### src/shared/mpg_pkg.sv
// Package for the multipurpose pin mode decoder and output gating block.
// Assumes a single 100 MHz clock domain; all pins arrive asynchronously.
package mpg_pkg;
   localparam int NUM_GPIN = 6;
   localparam int NUM_PLL = 3;
   localparam int NUM_BANK = 6;
   localparam int CFG_PER_PLL = 4;
   localparam int QDIV_W = 10;
   localparam int SYNC_STAGES = 2;
   // Printed register offsets, kept for reference by software models
   localparam logic [7:0] OFS_MANUAL_FREQ = 8'h04;
   localparam logic [7:0] OFS_GP_IN_ENABLE = 8'h06;
   localparam logic [7:0] OFS_SHUTDOWN_CTRL = 8'h1C;
   localparam logic [7:0] OFS_BANK_SUSPEND = 8'h1D;
   localparam logic [7:0] OFS_PLL_SUSPEND = 8'h1E;
   // Values after reset
   localparam logic [5:0] RST_GP_IN = 6'h00;
   localparam logic [1:0] RST_SEL = 2'h0;
   localparam logic [2:0] RST_SEL8 = 3'h0;
   localparam logic [NUM_BANK-1:0] RST_BANK = 6'h00;
   // Lock reacquire count after a PLL leaves suspend
   localparam int RELOCK_NS = 1000;
   localparam int CLK_PERIOD_NS = 10;
   localparam int RELOCK_CYCLES = (RELOCK_NS + CLK_PERIOD_NS - 1) / CLK_PERIOD_NS;
   // Bank disable level encodings
   localparam logic [1:0] DIS_LOW = 2'h2;
   localparam logic [1:0] DIS_HIGH = 2'h3;

   // Pin level encoding for the three-level mode pin
   typedef enum logic [1:0] {
      MPG_PIN_LOW = 2'h0,
      MPG_PIN_MID = 2'h1,
      MPG_PIN_HIGH = 2'h3
   } mpg_pinlvl_t;

   // Operating modes, Gray coded
   typedef enum logic [1:0] {
      MPG_MODE_PER_PLL = 2'h0,
      MPG_MODE_SINGLE = 2'h1,
      MPG_MODE_SERIAL = 2'h3,
      MPG_MODE_SCAN = 2'h2
   } mpg_mode_t;
endpackage : mpg_pkg

### src/shared/mpg_sync_if.sv
// Carrier between the top module and its input synchroniser.
// Assumes both ends sit on the same clock.
`timescale 1ns/1ps
`default_nettype none
interface mpg_sync_if;
   logic [mpg_pkg::NUM_GPIN-1:0] raw;
   logic [1:0] raw_mode;
   logic raw_shut;
   logic [mpg_pkg::NUM_GPIN-1:0] gp;
   logic [1:0] mode_lvl;
   logic shut;
   modport prod (input raw, input raw_mode, input raw_shut, output gp, output mode_lvl,
      output shut);
   modport cons (output raw, output raw_mode, output raw_shut, input gp, input mode_lvl,
      input shut);
endinterface : mpg_sync_if
`default_nettype wire

### src/hdl/mpg_top.sv
// Mode decoder, pin router and output-bank gating for a three-PLL clock generator.
// Assumes board pins are asynchronous; the PLL, dividers and serial engines are outside.
`timescale 1ns/1ps
`default_nettype none
module mpg_top #(
   parameter int NUM_BANK = mpg_pkg::NUM_BANK,
   parameter int QDIV_W = mpg_pkg::QDIV_W,
   parameter int RELOCK_CYCLES = mpg_pkg::RELOCK_CYCLES
) (
   input wire logic i_clock,
   input wire logic i_rst,
   input wire logic i_ce,
   input wire logic [5:0] i_gp_in,
   input wire logic [1:0] i_mode_pin_lvl,
   input wire logic i_shutdown_oe_pin,
   input wire logic i_manual_freq_select,
   input wire logic [5:0] i_gp_in_enable,
   input wire logic i_shutdown_polarity,
   input wire logic i_global_off_function,
   input wire logic [NUM_BANK-1:0] i_bank_oe_mask,
   input wire logic [2*NUM_BANK-1:0] i_bank_disable_level,
   input wire logic [NUM_BANK-1:0] i_bank_suspend_mask,
   input wire logic [2:0] i_pll_suspend_mask,
   input wire logic [3*NUM_BANK-1:0] i_bank_pll_src,
   input wire logic [NUM_BANK-1:0] i_bank_invert,
   input wire logic [11:0] i_out_div_select,
   input wire logic [2*QDIV_W*NUM_BANK-1:0] i_post_div_sets,
   input wire logic i_primary_ref_select,
   input wire logic [2:0] i_pll_locked,
   input wire logic i_lock_lost_flag,
   input wire logic i_ref_lost_flag,
   input wire logic i_scan_tdo,
   output logic [1:0] o_mode,
   output logic [1:0] o_pll0_sel,
   output logic [1:0] o_pll1_sel,
   output logic [1:0] o_pll2_sel,
   output logic [2:0] o_pll0_sel8,
   output logic [NUM_BANK-1:0] o_bank_div_set,
   output logic [QDIV_W*NUM_BANK-1:0] o_post_divider_value,
   output logic o_serial_data_pin,
   output logic o_serial_clock,
   output logic o_scan_tck,
   output logic o_scan_tms,
   output logic o_scan_trst,
   output logic o_suspend,
   output logic o_ref_select,
   output logic o_prog_allowed,
   output logic o_osc_off,
   output logic [2:0] o_pll_power_down,
   output logic [2:0] o_pll_lock_valid,
   output logic [NUM_BANK-1:0] o_bank_power_down,
   output logic [NUM_BANK-1:0] o_bank_out_en,
   output logic [NUM_BANK-1:0] o_bank_level,
   output logic [NUM_BANK-1:0] o_bank_level_inv,
   output logic o_gp_out_0,
   output logic o_gp_out_1
);
   mpg_sync_if sif ();
   assign sif.raw = i_gp_in;
   assign sif.raw_mode = i_mode_pin_lvl;
   assign sif.raw_shut = i_shutdown_oe_pin;

   mpg_sync u_sync (
      .i_clock(i_clock),
      .i_rst(i_rst),
      .i_ce(i_ce),
      .sif(sif)
   );

   // Selectors for eight- and four-way configuration sets
   function automatic logic [1:0] pair_sel(input logic [5:0] v, input int idx);
      pair_sel = {v[2*idx+1], v[2*idx]};
   endfunction : pair_sel

   logic [5:0] latch_ff;
   logic pwr_up_ff;
   logic [1:0] mode_ff;
   logic shut_act;
   logic prog_mode;
   logic [5:0] gp_eff;
   logic [5:0] sel_src;
   logic [1:0] nxt_mode;

   // Shutdown pin polarity and function
   assign shut_act = sif.shut ^ i_shutdown_polarity;

   // Mode decode; shutdown parks the mode pin at its middle level
   always_comb begin
      if (shut_act && i_global_off_function) begin
         nxt_mode = i_manual_freq_select ? mpg_pkg::MPG_MODE_SINGLE
            : mpg_pkg::MPG_MODE_PER_PLL;
      end else if (sif.mode_lvl == mpg_pkg::MPG_PIN_HIGH) begin
         nxt_mode = mpg_pkg::MPG_MODE_SERIAL;
      end else if (sif.mode_lvl == mpg_pkg::MPG_PIN_LOW) begin
         nxt_mode = mpg_pkg::MPG_MODE_SCAN;
      end else begin
         nxt_mode = i_manual_freq_select ? mpg_pkg::MPG_MODE_SINGLE
            : mpg_pkg::MPG_MODE_PER_PLL;
      end
   end

   assign prog_mode = (mode_ff == mpg_pkg::MPG_MODE_SERIAL)
      || (mode_ff == mpg_pkg::MPG_MODE_SCAN);

   // Reset behaves as per-PLL mode until the synchroniser has settled
   always_ff @(posedge i_clock) begin
      if (i_rst) begin
         mode_ff <= mpg_pkg::MPG_MODE_PER_PLL;
         pwr_up_ff <= 1'b1;
         latch_ff <= mpg_pkg::RST_GP_IN;
      end else if (i_ce) begin
         mode_ff <= pwr_up_ff ? mpg_pkg::MPG_MODE_PER_PLL : nxt_mode;
         pwr_up_ff <= 1'b0;
         // Latch ignores enables and mode; input 5 is never latched
         if (pwr_up_ff) begin
            latch_ff <= {1'b0, sif.gp[4:0]};
         end
      end
   end

   // Enable masking; disabled inputs read low
   assign gp_eff = sif.gp & i_gp_in_enable;
   // Manual modes follow live pins, programming modes hold the latch
   assign sel_src = prog_mode ? latch_ff : gp_eff;

   logic [1:0] nxt_sel0;
   logic [1:0] nxt_sel1;
   logic [1:0] nxt_sel2;
   logic [2:0] nxt_sel8;
   always_comb begin
      nxt_sel0 = pair_sel(sel_src, 0);
      nxt_sel1 = pair_sel(sel_src, 1);
      nxt_sel2 = pair_sel(sel_src, 2);
      nxt_sel8 = sel_src[2:0];
      if (mode_ff == mpg_pkg::MPG_MODE_SINGLE) begin
         // Single-PLL mode keeps PLL1 and PLL2 on their default set
         nxt_sel1 = mpg_pkg::RST_SEL;
         nxt_sel2 = mpg_pkg::RST_SEL;
      end
   end

   always_ff @(posedge i_clock) begin
      if (i_rst) begin
         o_pll0_sel <= mpg_pkg::RST_SEL;
         o_pll1_sel <= mpg_pkg::RST_SEL;
         o_pll2_sel <= mpg_pkg::RST_SEL;
         o_pll0_sel8 <= mpg_pkg::RST_SEL8;
         o_mode <= mpg_pkg::MPG_MODE_PER_PLL;
      end else if (i_ce) begin
         o_pll0_sel <= nxt_sel0;
         o_pll1_sel <= nxt_sel1;
         o_pll2_sel <= nxt_sel2;
         o_pll0_sel8 <= nxt_sel8;
         o_mode <= mode_ff;
      end
   end

   // Divider set per bank from the active configuration of its PLL
   logic [NUM_BANK-1:0] nxt_div_set;
   logic [QDIV_W*NUM_BANK-1:0] nxt_qdiv;
   always_comb begin
      nxt_div_set = '0;
      nxt_qdiv = '0;
      for (int b = 0; b < NUM_BANK; b++) begin
         logic [1:0] src;
         logic [3:0] bit_idx;
         src = i_bank_pll_src[3*b +: 2];
         bit_idx = 4'h0;
         if (mode_ff == mpg_pkg::MPG_MODE_SINGLE && src == 2'h0) begin
            // Configs 4..7 borrow slots 2,3 of PLL1 and PLL2
            bit_idx = nxt_sel8[2] ? {nxt_sel8[1], ~nxt_sel8[1], 1'b1, nxt_sel8[0]}
               : {2'b00, nxt_sel8[1:0]};
         end else if (src == 2'h0) begin
            bit_idx = {2'b00, nxt_sel0};
         end else if (src == 2'h1) begin
            bit_idx = {2'b01, nxt_sel1};
         end else begin
            bit_idx = {2'b10, nxt_sel2};
         end
         nxt_div_set[b] = i_out_div_select[bit_idx];
         nxt_qdiv[QDIV_W*b +: QDIV_W] =
            i_post_div_sets[(2*b + nxt_div_set[b])*QDIV_W +: QDIV_W];
      end
   end

   always_ff @(posedge i_clock) begin
      if (i_rst) begin
         o_bank_div_set <= mpg_pkg::RST_BANK;
         o_post_divider_value <= '0;
      end else if (i_ce) begin
         o_bank_div_set <= nxt_div_set;
         o_post_divider_value <= nxt_qdiv;
      end
   end

   // Pin routing; inputs 3 and 5 obey their enables, serial pins do not
   logic susp_in;
   always_ff @(posedge i_clock) begin
      if (i_rst) begin
         o_serial_data_pin <= 1'b0;
         o_serial_clock <= 1'b0;
         o_scan_tck <= 1'b0;
         o_scan_tms <= 1'b0;
         o_scan_trst <= 1'b0;
         o_suspend <= 1'b0;
         o_ref_select <= 1'b0;
         o_prog_allowed <= 1'b0;
         o_osc_off <= 1'b0;
      end else if (i_ce) begin
         o_serial_data_pin <= prog_mode & sif.gp[0];
         o_serial_clock <= (mode_ff == mpg_pkg::MPG_MODE_SERIAL) & sif.gp[1];
         o_scan_tck <= (mode_ff == mpg_pkg::MPG_MODE_SCAN) & sif.gp[1];
         o_scan_tms <= (mode_ff == mpg_pkg::MPG_MODE_SCAN) & sif.gp[2];
         o_scan_trst <= (mode_ff == mpg_pkg::MPG_MODE_SCAN) & sif.gp[4];
         o_suspend <= susp_in;
         // Per-PLL mode takes i_primary_ref_select; the other modes follow enabled input 5
         o_ref_select <= (mode_ff == mpg_pkg::MPG_MODE_PER_PLL)
            ? i_primary_ref_select : gp_eff[5];
         o_prog_allowed <= prog_mode & ~(shut_act & i_global_off_function);
         o_osc_off <= shut_act & i_global_off_function;
      end
   end

   // Suspend is input 3 except in per-PLL mode where it is a selector
   assign susp_in = (mode_ff != mpg_pkg::MPG_MODE_PER_PLL) & gp_eff[3];

   // Output gating
   logic glob_off;
   logic oe_act;
   logic [2:0] pll_down;
   assign glob_off = shut_act & i_global_off_function;
   assign oe_act = shut_act & ~i_global_off_function;
   // Shutdown leaves PLLs running
   assign pll_down = (susp_in & ~glob_off) ? i_pll_suspend_mask : 3'h0;

   logic [NUM_BANK-1:0] nxt_pd;
   logic [NUM_BANK-1:0] nxt_oe;
   logic [NUM_BANK-1:0] nxt_lvl;
   always_comb begin
      nxt_pd = '0;
      nxt_oe = '0;
      nxt_lvl = '0;
      for (int b = 0; b < NUM_BANK; b++) begin
         logic pll_off;
         logic [1:0] dl;
         pll_off = pll_down[i_bank_pll_src[3*b +: 2]];
         dl = i_bank_disable_level[2*b +: 2];
         nxt_pd[b] = ~glob_off & (pll_off | (susp_in & i_bank_suspend_mask[b]));
         nxt_oe[b] = 1'b1;
         nxt_lvl[b] = 1'b0;
         if (glob_off) begin
            nxt_oe[b] = 1'b0;
         end else if (nxt_pd[b]) begin
            nxt_oe[b] = 1'b0;
         end else if (oe_act && i_bank_oe_mask[b]) begin
            nxt_oe[b] = (dl == mpg_pkg::DIS_LOW) || (dl == mpg_pkg::DIS_HIGH);
            nxt_lvl[b] = dl == mpg_pkg::DIS_HIGH;
         end
      end
   end

   always_ff @(posedge i_clock) begin
      if (i_rst) begin
         o_bank_power_down <= mpg_pkg::RST_BANK;
         o_bank_out_en <= mpg_pkg::RST_BANK;
         o_bank_level <= mpg_pkg::RST_BANK;
         o_bank_level_inv <= mpg_pkg::RST_BANK;
         o_pll_power_down <= 3'h0;
      end else if (i_ce) begin
         o_bank_power_down <= nxt_pd;
         o_bank_out_en <= nxt_oe;
         o_bank_level <= nxt_lvl;
         o_bank_level_inv <= ~nxt_lvl ^ i_bank_invert;
         o_pll_power_down <= pll_down;
      end
   end

   // Relock wait after suspend; shutdown does not touch this
   logic [2:0] relock_pend_ff;
   logic [2:0] nxt_lock_valid;
   always_comb begin
      for (int p = 0; p < 3; p++) begin
         nxt_lock_valid[p] = i_pll_locked[p] & ~pll_down[p] & ~relock_pend_ff[p];
      end
   end
   always_ff @(posedge i_clock) begin
      if (i_rst) begin
         relock_pend_ff <= 3'h0;
         o_pll_lock_valid <= 3'h0;
      end else if (i_ce) begin
         for (int p = 0; p < 3; p++) begin
            if (pll_down[p]) begin
               relock_pend_ff[p] <= 1'b1;
            end else if (i_pll_locked[p]) begin
               relock_pend_ff[p] <= 1'b0;
            end
         end
         o_pll_lock_valid <= nxt_lock_valid;
      end
   end

   // Status outputs
   always_ff @(posedge i_clock) begin
      if (i_rst) begin
         o_gp_out_0 <= 1'b0;
         o_gp_out_1 <= 1'b0;
      end else if (i_ce) begin
         o_gp_out_0 <= (mode_ff == mpg_pkg::MPG_MODE_SCAN) ? i_scan_tdo
            : i_lock_lost_flag;
         o_gp_out_1 <= i_ref_lost_flag;
      end
   end
endmodule : mpg_top
`default_nettype wire

### src/hdl/mpg_sync.sv
// Two-stage synchroniser for every asynchronous pin of the block.
// Assumes clock enable freezes it with the rest of the design.
`timescale 1ns/1ps
`default_nettype none
module mpg_sync (
   input wire logic i_clock,
   input wire logic i_rst,
   input wire logic i_ce,
   mpg_sync_if.prod sif
);
   logic [8:0] meta_ff;
   logic [8:0] sync_ff;

   // First stage feeds only the second stage; reset keeps them sampling, so the
   // power-up latch on the first edge after reset sees real pin levels
   always_ff @(posedge i_clock) begin
      if (i_ce || i_rst) begin
         meta_ff <= {sif.raw_shut, sif.raw_mode, sif.raw};
         sync_ff <= meta_ff;
      end
   end

   assign sif.gp = sync_ff[5:0];
   assign sif.mode_lvl = sync_ff[7:6];
   assign sif.shut = sync_ff[8];
endmodule : mpg_sync
`default_nettype wire

### config.mk
export PLATFORM = sky130hd
export DESIGN_NAME = mpg_top
export DESIGN_NICKNAME = d
export VERILOG_FILES = /design/src/shared/mpg_pkg.sv /design/src/shared/mpg_sync_if.sv /design/src/hdl/mpg_top.sv /design/src/hdl/mpg_sync.sv
export SDC_FILE = /design/constraint.sdc
export NUM_CORES = 1
export LEC_CHECK = 0
export ABC_AREA = 1
export BUFFER_PORTS_ARGS = -buffer_cell sky130_fd_sc_hd__buf_2
export CAP_MARGIN = 20
export CORE_MARGIN = 2
export CORE_UTILIZATION = 50
export DETAILED_ROUTE_END_ITERATION = 7
export PLACE_DENSITY_LB_ADDON = 0.08
export REMOVE_ABC_BUFFERS = 1
export SLEW_MARGIN = 20
export SYNTH_ARGS = -nofsm -noshare
export SYNTH_HDL_FRONTEND = slang
export SYNTH_HIERARCHICAL = 1
export SYNTH_SLANG_ARGS = --single-unit
export TNS_END_PERCENT = 10
### constraint.sdc
create_clock -name i_clock -period 2.6 [get_ports i_clock]
set_clock_uncertainty 0.15 [all_clocks]
set_input_delay 0.39 -clock i_clock [delete_from_list [all_inputs] [get_ports i_clock]]
set_output_delay 0.39 -clock i_clock [all_outputs]
set_load 0.05 [all_outputs]
==> results of run 1 <==
[through the flow]
stage | util [%] | hold WS (ns) | cell area, sq um | instances
after global placement | 62.78 | 0.2509 | 10380 | 1819
after global routing | 67.03 | 0.05031 | 11080 | 1861
after floorplan | - | 0.2503 | 8167 | 1240
final | 67.03 | 0.04237 | 11080 | 1861
after CTS | 66.90 | 0.03183 | 11060 | 1860
after detailed placement | 62.78 | 0.2554 | 10380 | 1819
[power by group]
group	internal (mW)	leakage [nW]	total, mW	switching [mW]
clock network	1.29	0.287	2.42	1.13
logic	0.634	4.54	2.03	1.39
registers	2.45	1.23	2.54	0.0894
[cell usage in the layout (no fill, tap or decap), drive strengths merged, types with 6 or more instances in the layout]
| cell | Yosys | final |
|---|---|---|
| a21oi | 107 | 107 |
| clkinv | 0 | 6 |
| nand4 | 39 | 39 |
| edfxtp | 18 | 18 |
| a31oi | 7 | 7 |
| nand3 | 248 | 248 |
| inv | 214 | 222 |
| clkbuf | 31 | 17 |
| o21ai | 52 | 52 |
| nand2 | 337 | 337 |
| buf | 24 | 359 |
| o211ai | 18 | 18 |
| dfxtp | 127 | 127 |
| dlygate4sd3 | 0 | 9 |
| nor2 | 59 | 59 |
[worst max-delay path: cells and delay by family (launching register included)]
kind,cells,cell delay (ns)
AOI/OAI and AO/OA,2,0.35
buffers and inverters,1,0.14
DFF,1,0.36
and+or+nand+nor,10,1.19
[repair_timing]
action | 4_1_cts | 5_1_grt
endpoints found under the setup margin | 0 | 54
hold buffers | 9 | 0
hold endpoints to repair | 9 | 0
resized for setup | 0 | 5
[final cells by class]
class	instances	area, sq um
Tap cell	220	275.3
Inverter	214	807.0
Fill cell	1562	5449
Timing Repair Buffer	368	2022
Antenna cell	1	2.502
Sequential cell	145	3084
Clock inverter	15	165.2
Multi-Input combinational cell	881	4294
Clock buffer	17	425.4
[state kept, by name, summed over array words and instances (netlist names), 3 cells and up]
signal and flops:
o_bank_out_en 6, u_sync/sync_ff 9, o_post_divider_value 60, o_bank_div_set 6, o_pll_lock_valid 3, o_pll_power_down 3
o_bank_level_inv 6, o_bank_power_down 6, u_sync/meta_ff 9, o_bank_level 6, relock_pend_ff 3, latch_ff 5
[path summary, 6_finish.rpt]
kind | endpoint | slack [ns] | startpoint | cells past startpoint
max | o_post_divider_value[41] | 0.26 | mode_ff[0] | 13
max reg2reg | o_post_divider_value[41] | 0.26 | mode_ff[0] | 13
min reg2reg | u_sync/sync_ff[5] | 0.27 | u_sync/meta_ff[5] | 0
min | o_gp_out_1 | 0.04 | i_ref_lost_flag | 3
[routing by layer]
| metal | vias to the layer above | share of wire, % | GRT usage [%] |
|---|---|---|---|
| li1 | 4910 | - | - |
| met4 | 0 | 1.8 | 10.11 |
| met5 | - | 0 | 0 |
| met1 | 4336 | 42 | 35.12 |
| met2 | 323 | 48 | 49.00 |
| met3 | 40 | 8.2 | 8.012 |
[cells by family (layout without fill, tap and decap cells)]
family | after synthesis | count (layout) | share of synthesized area (%)
simple gates | 687 | 687 | 38.13
buf+inv | 269 | 614 | 12.61
compound gates | 191 | 191 | 12.26
flops | 145 | 145 | 36.60
fa+ha+maj | 2 | 2 | 0.2970
xor+xnor | 1 | 1 | 0.1040
other cells | 0 | 1 | 0
==> metrics, run 1 <==
result of the run completed; CP max FO 11; P per Cell Area 630.7 nW/um^2; maximum root-to-sink buffer count 2; initial core utilization between 50 and 60%; total congestion overflow after global routing 0; Power, Total between 6 and 7 mW; WP data arrival 2.48 ns; Most used DFF post-synth dfxtp_1; post-DR vias/cell between 5 and 6; leakage power about 6.1 nW; antenna violations before repair 2; clock insertion delay at the later pin of the skew report between 0.4 and 0.5 ns; total number of nets in the final design around 1800; maximum clock frequency roughly 430 MHz; list of most frequent post-synthesis cells nand2_1 (320), nand3_1 (228), inv_1 (208); Post-Synthesis Cell Area 8423 sq um; number of core rows 47; y dimension of the die 133.8 um; synthesis warning total 6; final number of hold-violating endpoints 0; cell mode on critical path nand2_1; GR Util All Layers 28.83%; placer's final routability congestion estimate 0.9269; detail-routed net length per standard cell 14.24 um; Required @ worst endpoint 2.74 ns; DRC violations left 0; type of the worst min-delay path input pin to flip-flop; crit-path max cell delay about 0.36 ns; vias in the first global route ~9000; async set-or-reset flop fraction in the synthesized netlist 0%; most common cell in the netlist nand2_1; H-Tree Level Count 4; post-CTS clock slew at the launch and capture registers of the worst setup and hold paths 0.07 ns; post-route worst setup slack 0.2647 ns; fraction of final layout cells sized beyond drive strength 1 27.07%; number of design-rule violations left by the first detailed-router iteration roughly 500; port bufs 322; Die Outline Area between 15000 and 20000 sq um; max cap viols 0; Max transition margin 51.77%; DP Wirelength 19490 um; TNS Setup 0 ns; number of different library cells in the post-synthesis netlist 33; number of nets with antenna violations after detailed routing 0; synth-to-layout area growth 31.49%; clock period minus final worst setup slack 2.335 ns; EDFF count, synth 18; Post CTS Setup Buffer Count 0; sequential cell area fraction in the yosys report 36.60%; CTS buffer count 17; mean instance size in the synthesized netlist between 6 and 7 sq um; slowest cell on the critical path dfxtp_1; CP Class flip-flop to flip-flop; via count 9609; Slew Viols, Final 0; Detailed Routing Iterations Pass 1 5; Routed Wire Length 26500 um; first-pass GRT wire length roughly 42000 um; post-place setup slack roughly 0.1 ns; top post-synthesis cells by area dfxtp_1 (30%), nand2_1 (14%), nand3_1 (14%), inv_1 (9.3%), edfxtp_1 (6.4%); maximum ir drop on the vdd rail 0.4353 mV; number of setup violations in the final report 0; actual transition at the worst max-transition pin 0.7217 ns; biggest area consumer among synthesized cells dfxtp_1; root buffer cell clkbuf_16; gate count after technology mapping 1295; fraction of synthesized cell area taken by the top area cell type 30.18%; CTS tree done; floorplan core area between 15000 and 20000 sq um; Critical Path Sink Type flip-flop; unrepaired setup endpoints after global routing no; Synth Register Bits around 150; cell chain of the critical path nor2_4, nand2_1, nand2_1, nand3_1, o21ai_1, nand2_1, nand2_1, nand2_1, nand3_1, buf_12, nand3_1, nand3_1, a21oi_1; Die Width around 130 um; I/O pin count between 300 and 400; portion of the clock cycle consumed by the worst path in the final layout 89.82%; Setup crit start kind flip-flop; Num Clock Sinks 145; pin count of the biggest net entering global routing 58
Power figures use the tool's default switching activity.
==> inputs of run 2 (changes only) <==
--- a/config.mk
+++ b/config.mk
@@ -9,13 +9,12 @@
 export BUFFER_PORTS_ARGS = -buffer_cell sky130_fd_sc_hd__buf_2
 export CAP_MARGIN = 20
 export CORE_MARGIN = 2
-export CORE_UTILIZATION = 50
+export CORE_UTILIZATION = 49
 export DETAILED_ROUTE_END_ITERATION = 7
 export PLACE_DENSITY_LB_ADDON = 0.08
 export REMOVE_ABC_BUFFERS = 1
 export SLEW_MARGIN = 20
 export SYNTH_ARGS = -nofsm -noshare
 export SYNTH_HDL_FRONTEND = slang
-export SYNTH_HIERARCHICAL = 1
 export SYNTH_SLANG_ARGS = --single-unit
 export TNS_END_PERCENT = 10
==> run 2 against run 1 <==
Effect of this change:
- maximum frequency about the same
- clock power about the same
- register-to-register slack about the same
- flip-flop and latch count unchanged
- first-iteration DRC count down 4.4%
- synthesized cell count down 4.9%
- combinational power down 3%
- global-route usage down 1.3 points
- sequential share of layout area up 0.56 points
- critical endpoint is now o_post_divider_value[10]
- highest routed layer unchanged
==> metrics, run 2 <==
EDFF count, synth 18 (unchanged); post-DR vias/cell 5.071 (-1.8%); met2 track demand over resource 48.21% (-0.80 points); actual transition at the worst max-transition pin 0.7375 ns (+0.01581 ns); area of all sequential standard cells 3084 sq um (unchanged); initial core utilization 49.93% (-1.0 points); number of standard cells in the final layout excluding fillers 1798 (-3.4%); Die Width 133.8 um (about the same); share of power burned in the clock network 35.0% (+0.3 points); Worst R2R Setup Slack 0.26 ns (about the same); slowest cell on the critical path dfxtp_2; Most used DFF post-synth dfxtp_1; Synth Register Bits 145 (unchanged); list of most frequent post-synthesis cells nand2_1 (363), nand3_1 (234), inv_1 (183); Post-Synthesis Cell Area 8250 sq um (-2.0%); number of design-rule violations left by the first detailed-router iteration 479 (-4.4%); sequential cell area fraction in the yosys report 37.37% (+0.77 points); post-route worst setup slack 0.2636 ns (-0.001099 ns); top post-synthesis cells by area dfxtp_1 (31%), nand2_1 (17%), nand3_1 (14%), inv_1 (8.3%), edfxtp_1 (6.6%); WP data arrival 2.56 ns (+0.08 ns); synthesis warning total 0 (-6); net switching power of the design 2.569 mW (-1.7%); root buffer cell clkbuf_16; GR Util All Layers 27.53% (-1.3 points); worst hold margin 0.01561 ns (-0.02676 ns); Power, Total 6.908 mW (-1.1%); post-place setup slack 0.1405 ns (+0.04326 ns); met1 Usage GRT 33.77% (-1.4 points); Post CTS Setup Buffer Count 0 (unchanged); CP max FO 11 (unchanged); total number of nets in the final design 1774 (-3.6%); TNS Setup 0 ns (unchanged); Die Outline Area 17890 sq um (about the same); final number of hold-violating endpoints 0 (unchanged); max FFs per register 60 (unchanged); buffers and inverters on the worst path 3 (+2); synth-to-layout area growth 31.60% (about the same); antenna violations before repair 3 (+1); unrepaired setup endpoints after global routing no; number of nets with antenna violations after detailed routing 0 (unchanged); met3 global-route usage 4.795% (-3.2 points); placed standard-cell area 10170 sq um (-2.0%); Num Clock Sinks 145 (unchanged); number of setup violations in the final report 0 (unchanged); first-pass GRT wire length 40070 um (-4.3%); P per Cell Area 636.2 nW/um^2 (+0.87%); Filler Cells Inserted 1577 (+0.96%); floorplan core area 16520 sq um (unchanged); final design utilization 65.71% (-1.3 points); detail-routed net length per standard cell 13.87 um (-2.6%); Net Sw Frac 37.19% (-0.23 points); crit-path max cell delay 0.39 ns (+0.03 ns); placed insts 1753 (-3.6%); CP Class flip-flop to flip-flop; DP Wirelength 18400 um (-5.6%); result of the run completed; fraction of synthesized cell area taken by the top area cell type 30.82% (+0.63 points); clock period minus final worst setup slack 2.336 ns (+0.001099 ns); Routed Wire Length 24930 um (-5.9%); maximum root-to-sink buffer count 2 (unchanged); sequential power share 36.6% (+0.3 points); port bufs 322 (unchanged); highest-count cells in the layout ignoring fill and taps nand2_1 (363), buf_2 (322), nand3_1 (233), inv_1 (183), dfxtp_1 (126); CTS buffer count 17 (unchanged); power share of the combinational group 28.4% (-0.6 points); Max transition margin 50.78% (-0.99 points); cell chain of the critical path inv_4, nand3_4, nand2_2, nor2_1, buf_4, a21oi_1, inv_1, nand2_1, nand3_2, nand3_1, nand3_1, nand2_1; Final Instance Area 10860 sq um (-2.0%); Slew Viols, Final 0 (unchanged); placer's final routability congestion estimate 0.8894 (-4.0%); async set-or-reset flop fraction in the synthesized netlist 0% (unchanged); max cap viols 0 (unchanged); mean instance size in the synthesized netlist 6.697 sq um (+3.0%); DRC violations left 0 (unchanged); registers with the highest flip-flop counts o_post_divider_value (60), u_sync.meta_ff (9), u_sync.sync_ff (9); register bank with the most flops o_post_divider_value; Required @ worst endpoint 2.82 ns (+0.08 ns); number of core rows 47 (unchanged); Critical Path Sink Type flip-flop; Setup crit start kind flip-flop; total internal power 4.338 mW (-0.74%); multi-input combinational cell area 4249 sq um (-1.0%); leakage power 6.101 nW (+0.79%); maximum ir drop on the vdd rail 0.5303 mV (+22%); via count 9118 (-5.1%); biggest area consumer among synthesized cells dfxtp_1; maximum clock frequency 428.0 MHz (about the same); I/O pin count 329 (unchanged); GRT Max-Usage Layer met2; vias in the first global route 8446 (-4.4%); clock insertion delay at the later pin of the skew report 0.43 ns (about the same); portion of the clock cycle consumed by the worst path in the final layout 89.86% (about the same); CTS tree done; pin count of the biggest net entering global routing 103 (+78%); fraction of final layout cells sized beyond drive strength 1 28.53% (+1.5 points); H-Tree Level Count 4 (unchanged); most common cell in the netlist nand2_1; total congestion overflow after global routing 0 (unchanged); type of the worst min-delay path input pin to flip-flop; number of different library cells in the post-synthesis netlist 33 (unchanged); family with the most delay on the worst path simple AND/OR/NAND/NOR gates; most common cell after layout, fill and taps aside nand2_1; post-CTS clock slew at the launch and capture registers of the worst setup and hold paths 0.07 ns (about the same); Detailed Routing Iterations Pass 1 5 (unchanged); gate count after technology mapping 1232 (-4.9%); y dimension of the die 133.8 um (about the same)
==> run 2: changes by cell type after synthesis, moves of 7 or more <==
cell	previous run	this run
clkbuf_1	31	21
o21ai_0	42	66
nand2_1	320	363
nor2_1	55	34
a22o_1	1	8
inv_1	208	183
a21oi_1	107	19
nand4_1	39	30
o211ai_1	18	2
nand3_2	13	32
==> run 2: per-layer routing <==
| layer | wire (um) | share of wire [%] | vias up |
|---|---|---|---|
| met5 | 0 | 0 | - |
| met4 | 549 | 2.2 | 0 |
| met3 | 1551 | 6.2 | 41 |
| met2 | 12240 | 49 | 306 |
| met1 | 10600 | 42 | 4083 |
| li1 | - | - | 4688 |
==> run 2: path summary, 6_finish.rpt <==
path,to,startpoint,cells after the start
worst max register to register,o_post_divider_value[10],mode_ff[1],12
worst min-delay path,o_gp_out_1,i_ref_lost_flag,2
worst min register to register,u_sync.sync_ff[0],u_sync.meta_ff[0],0
worst max-delay path,o_post_divider_value[10],mode_ff[1],12
==> run 2: power groups by stage <==
stage | Clock (mW) | Sequential (mW) | Combinational (mW)
CTS | 2.46 | 2.53 | 1.96
floorplan | 0 | 3.06 | 0.837
detailed placement | 0 | 2.58 | 1.94
finish | 2.42 | 2.53 | 1.96
global placement | 0 | 2.57 | 1.92
global route | 2.56 | 2.55 | 2.14
==> run 2: kinds of logic (layout without fill, tap and decap cells) <==
family | count (synthesis) | after routing | share of synthesized area, %
buffers and inverters | 232 | 574 | 11.37
DFF | 145 | 145 | 37.37
xor gates and xnor gates | 4 | 4 | 0.4246
adders and majority gates | 2 | 2 | 0.3033
AOI/OAI and AO/OA | 122 | 122 | 8.295
and+or+nand+nor | 727 | 727 | 42.24
other | 0 | 4 | 0
==> run 2: area by class of cell <==
cell class,count,share of cell area [%]
tap,220,2.535
clock inverter,15,1.429
antenna,4,0.09219
sequential,145,28.41
clock buffer,17,3.918
inverter,191,6.626
multi-input combinational,855,39.13
timing repair buffer,351,17.86
==> run 2: repair_timing <==
| action | in CTS | in global routing |
|---|---|---|
| setup endpoints to repair | 0 | 56 |
| endpoints found under the hold margin | 9 | 0 |
| resized for setup | 0 | 2 |
| hold buffers | 9 | 0 |
==> inputs of run 3 (changes only) <==
--- a/config.mk
+++ b/config.mk
@@ -5,12 +5,12 @@
 export SDC_FILE = /design/constraint.sdc
 export NUM_CORES = 1
 export LEC_CHECK = 0
-export ABC_AREA = 1
 export BUFFER_PORTS_ARGS = -buffer_cell sky130_fd_sc_hd__buf_2
 export CAP_MARGIN = 20
 export CORE_MARGIN = 2
 export CORE_UTILIZATION = 49
 export DETAILED_ROUTE_END_ITERATION = 7
+export GPL_ROUTABILITY_DRIVEN = 0
 export PLACE_DENSITY_LB_ADDON = 0.08
 export REMOVE_ABC_BUFFERS = 1
 export SLEW_MARGIN = 20
==> run 3 against run 2 <==
Effect of this change:
- the run now ends with setup timing left
- die area fell by 5.0%
- final cell count is 13% lower
- power rose by 3.4%
==> metrics, run 3 <==
port bufs 322 (unchanged); Setup crit start kind flip-flop; Die Width 130.4 um (-2.5%); initial core utilization 49.62% (-0.31 points); sequential cell area fraction in the yosys report 39.40% (+2.0 points); gate count after technology mapping 920 (-25%); unrepaired setup endpoints after global routing yes; registers with the highest flip-flop counts o_post_divider_value (60), u_sync.meta_ff (9), u_sync.sync_ff (9); register bank with the most flops o_post_divider_value; number of core rows 46 (-2.1%); maximum clock frequency 375.9 MHz (-12%); CP Class flip-flop to flip-flop; result of the run finished with violations; antenna violations before repair 4 (+1); async set-or-reset flop fraction in the synthesized netlist 0% (unchanged); number of standard cells in the final layout excluding fillers 1560 (-13%); y dimension of the die 130.4 um (-2.5%); Num Clock Sinks 145 (unchanged); list of most frequent post-synthesis cells dfxtp_1 (127), nor2_1 (121), clkbuf_1 (59), nand2_1 (59), nand3_1 (58); Worst R2R Setup Slack -0.06 ns (-0.32 ns); number of nets with antenna violations after detailed routing 0 (unchanged); share of power burned in the clock network 34.3% (-0.7 points); fraction of final layout cells sized beyond drive strength 1 43.70% (+15 points); placed insts 1496 (-15%); total congestion overflow after global routing 0 (unchanged); root buffer cell clkbuf_16; EDFF count, synth 18 (unchanged); fraction of synthesized cell area taken by the top area cell type 32.49% (+1.7 points); Max transition margin 61.60% (+11 points); RR Endpoint o_post_divider_value[59]; portion of the clock cycle consumed by the worst path in the final layout 102.3% (+12 points); Most used DFF post-synth dfxtp_1; Post-Synthesis Cell Area 7825 sq um (-5.2%); number of design-rule violations left by the first detailed-router iteration 653 (+36%); Required @ worst endpoint 2.78 ns (-0.04 ns); GR Util All Layers 31.50% (+4.0 points); max FFs per register 60 (unchanged); FF-to-FF path depth 12 (unchanged); Slew Viols, Final 0 (unchanged); DP Wirelength 20020 um (+8.8%); synth-to-layout area growth 49.55%; post-route worst setup slack -0.06047 ns (-0.3241 ns); P per Cell Area 610.5 nW/um^2 (-4.0%); via count 9321 (+2.2%); Filler Cells Inserted 1273 (-19%); total number of nets in the final design 1542 (-13%); worst hold path endpoint o_gp_out_1; I/O pin count 329 (unchanged); number of cells traversed by the worst hold path 3 (+1); Net Sw Frac 34.59% (-2.6 points); TNS Setup -0.1303 ns (-0.1303 ns); type of the worst min-delay path input pin to flip-flop; post-DR vias/cell 5.975 (+18%); maximum root-to-sink buffer count 2 (unchanged); most common cell in the netlist dfxtp_1; final number of hold-violating endpoints 0 (unchanged); biggest area consumer among synthesized cells dfxtp_1; Synth Register Bits 145 (unchanged); clock insertion delay at the later pin of the skew report 0.43 ns (about the same); floorplan core area 15770 sq um (-4.6%); violations in the final reports setup timing; vias in the first global route 8264 (-2.2%); CP max FO 10 (-1); Critical Path Sink Type flip-flop; clock period minus final worst setup slack 2.660 ns (+0.3241 ns); hold path start i_ref_lost_flag; Routed Wire Length 29380 um (+18%); leakage power 5.184 nW (-15%); mean instance size in the synthesized netlist 8.505 sq um (+27%); total internal power 4.673 mW (+7.7%); WP data arrival 2.84 ns (+0.28 ns); CTS buffer count 17 (unchanged); DRC violations left 0 (unchanged); H-Tree Level Count 4 (unchanged); Die Outline Area 17000 sq um (-5.0%); pin count of the biggest net entering global routing 73 (-29%); final design utilization 74.21% (+8.5 points); first-pass GRT wire length 42350 um (+5.7%); actual transition at the worst max-transition pin 0.5760 ns (-0.1615 ns); power share of the combinational group 30.2% (+1.8 points); number of setup violations in the final report 5 (+5); top post-synthesis cells by area dfxtp_1 (32%), edfxtp_1 (6.9%), a311oi_1 (5.9%), nor2_1 (5.8%), a211oi_1 (4.9%); Detailed Routing Iterations Pass 1 5 (unchanged); Power, Total 7.145 mW (+3.4%); highest-count cells in the layout ignoring fill and taps buf_2 (322), dfxtp_1 (125), nor2_1 (120), buf_4 (115), nand2_1 (54); post-CTS clock slew at the launch and capture registers of the worst setup and hold paths 0.06 ns (about the same); sequential power share 35.5% (-1.1 points); net switching power of the design 2.472 mW (-3.8%); number of different library cells in the post-synthesis netlist 79 (+140%); synthesis warning total 0 (unchanged); most common cell after layout, fill and taps aside buf_2; CTS tree done; maximum ir drop on the vdd rail 0.4609 mV (-13%); detail-routed net length per standard cell 18.83 um (+36%); beginning of the worst register-to-register path u_sync.sync_ff[2]; max cap viols 0 (unchanged)
-- run 3: worst max-delay path by stage --
stage	from	endpoint	slack (ns)	depth (start not counted)
detailed placement	mode_ff[1]	o_post_divider_value[41]	-0.28	8
floorplan	mode_ff[1]	o_post_divider_value[0]	-0.49	7
CTS	mode_ff[0]	o_post_divider_value[52]	-0.04	8
global route	mode_ff[1]	o_post_divider_value[52]	-0.19	12
finish	u_sync.sync_ff[2]	o_post_divider_value[59]	-0.06	12
global placement	mode_ff[1]	o_post_divider_value[41]	-0.24	8
-- run 3: repair_timing --
item | in CTS | in global routing
setup buffers | 4 | 8
gates resized for setup | 36 | 91
pin swaps | 8 | 23
hold buffers | 9 | 0
gates cloned | 4 | 5
hold endpoints to repair | 9 | 0
setup endpoints to repair | 66 | 69
-- run 3: layout make-up --
type | instances | area, sq um | share of cell area [%]
Multi-Input combinational cell | 685 | 4855 | 41.48
Inverter | 16 | 60.06 | 0.5132
Tap cell | 216 | 270.3 | 2.309
Sequential cell | 145 | 3090 | 26.41
Clock inverter | 14 | 156.4 | 1.336
Clock buffer | 17 | 425.4 | 3.635
Antenna cell | 3 | 7.507 | 0.06415
Timing Repair Buffer | 464 | 2838 | 24.25
-- run 3: critical path, cell delays in order, from the launching register on --
cell	delay [ns]
edfxtp_1	0.41
buf_6	0.13
nand4b_4	0.11
and4_4	0.20
buf_4	0.14
o31ai_4	0.23
buf_6	0.15
nor3_1	0.07
buf_4	0.15
o32ai_4	0.29
buf_12	0.16
o21ai_1	0.07
a311oi_1	0.30
-- run 3: kinds of logic (layout without fill, tap and decap cells) --
group                      after synthesis  count (layout)  share of synthesized area, %
DFF                                    145             145                         39.40
AOI/OAI and AO/OA                      305             308                         28.46
and+or+nand+nor                        337             337                         21.67
xor gates and xnor gates                 7               7                        0.7835
adders and majority gates                2               2                        0.3197
other                                    0               3                             0
buffers and inverters                   93             511                         5.005
muxes                                   31              31                         4.365
-- run 3: per-layer routing --
| metal | vias up | share of wire (%) | GRT usage [%] | wire [um] |
|---|---|---|---|---|
| met1 | 4369 | 40 | 39.86 | 11780 |
| met2 | 503 | 48 | 52.33 | 14050 |
| met3 | 76 | 9.3 | 7.451 | 2745 |
| met5 | - | 0 | 0 | 0 |
| li1 | 4373 | - | - | - |
| met4 | 0 | 2.7 | 12.39 | 801 |
-- run 3: through the flow --
step	hold slack [ns]	setup WS (ns)	area [sq um]
after floorplan	0.2503	-0.4906	7493
after detailed placement	0.2545	-0.2789	10350
after global routing	0.07886	-0.1873	11700
final	0.05686	-0.06047	11700
after CTS	0.04975	-0.03825	11220
after global placement	0.2510	-0.2428	10350
-- run 3: power by group through the flow --
stage	Combinational, mW	Sequential, mW	Clock (mW)
floorplan	0.647	3.05	0
global placement	1.90	2.58	0
CTS	1.98	2.53	2.48
detailed placement	1.91	2.58	0
finish	2.16	2.53	2.45
global route	2.29	2.55	2.58
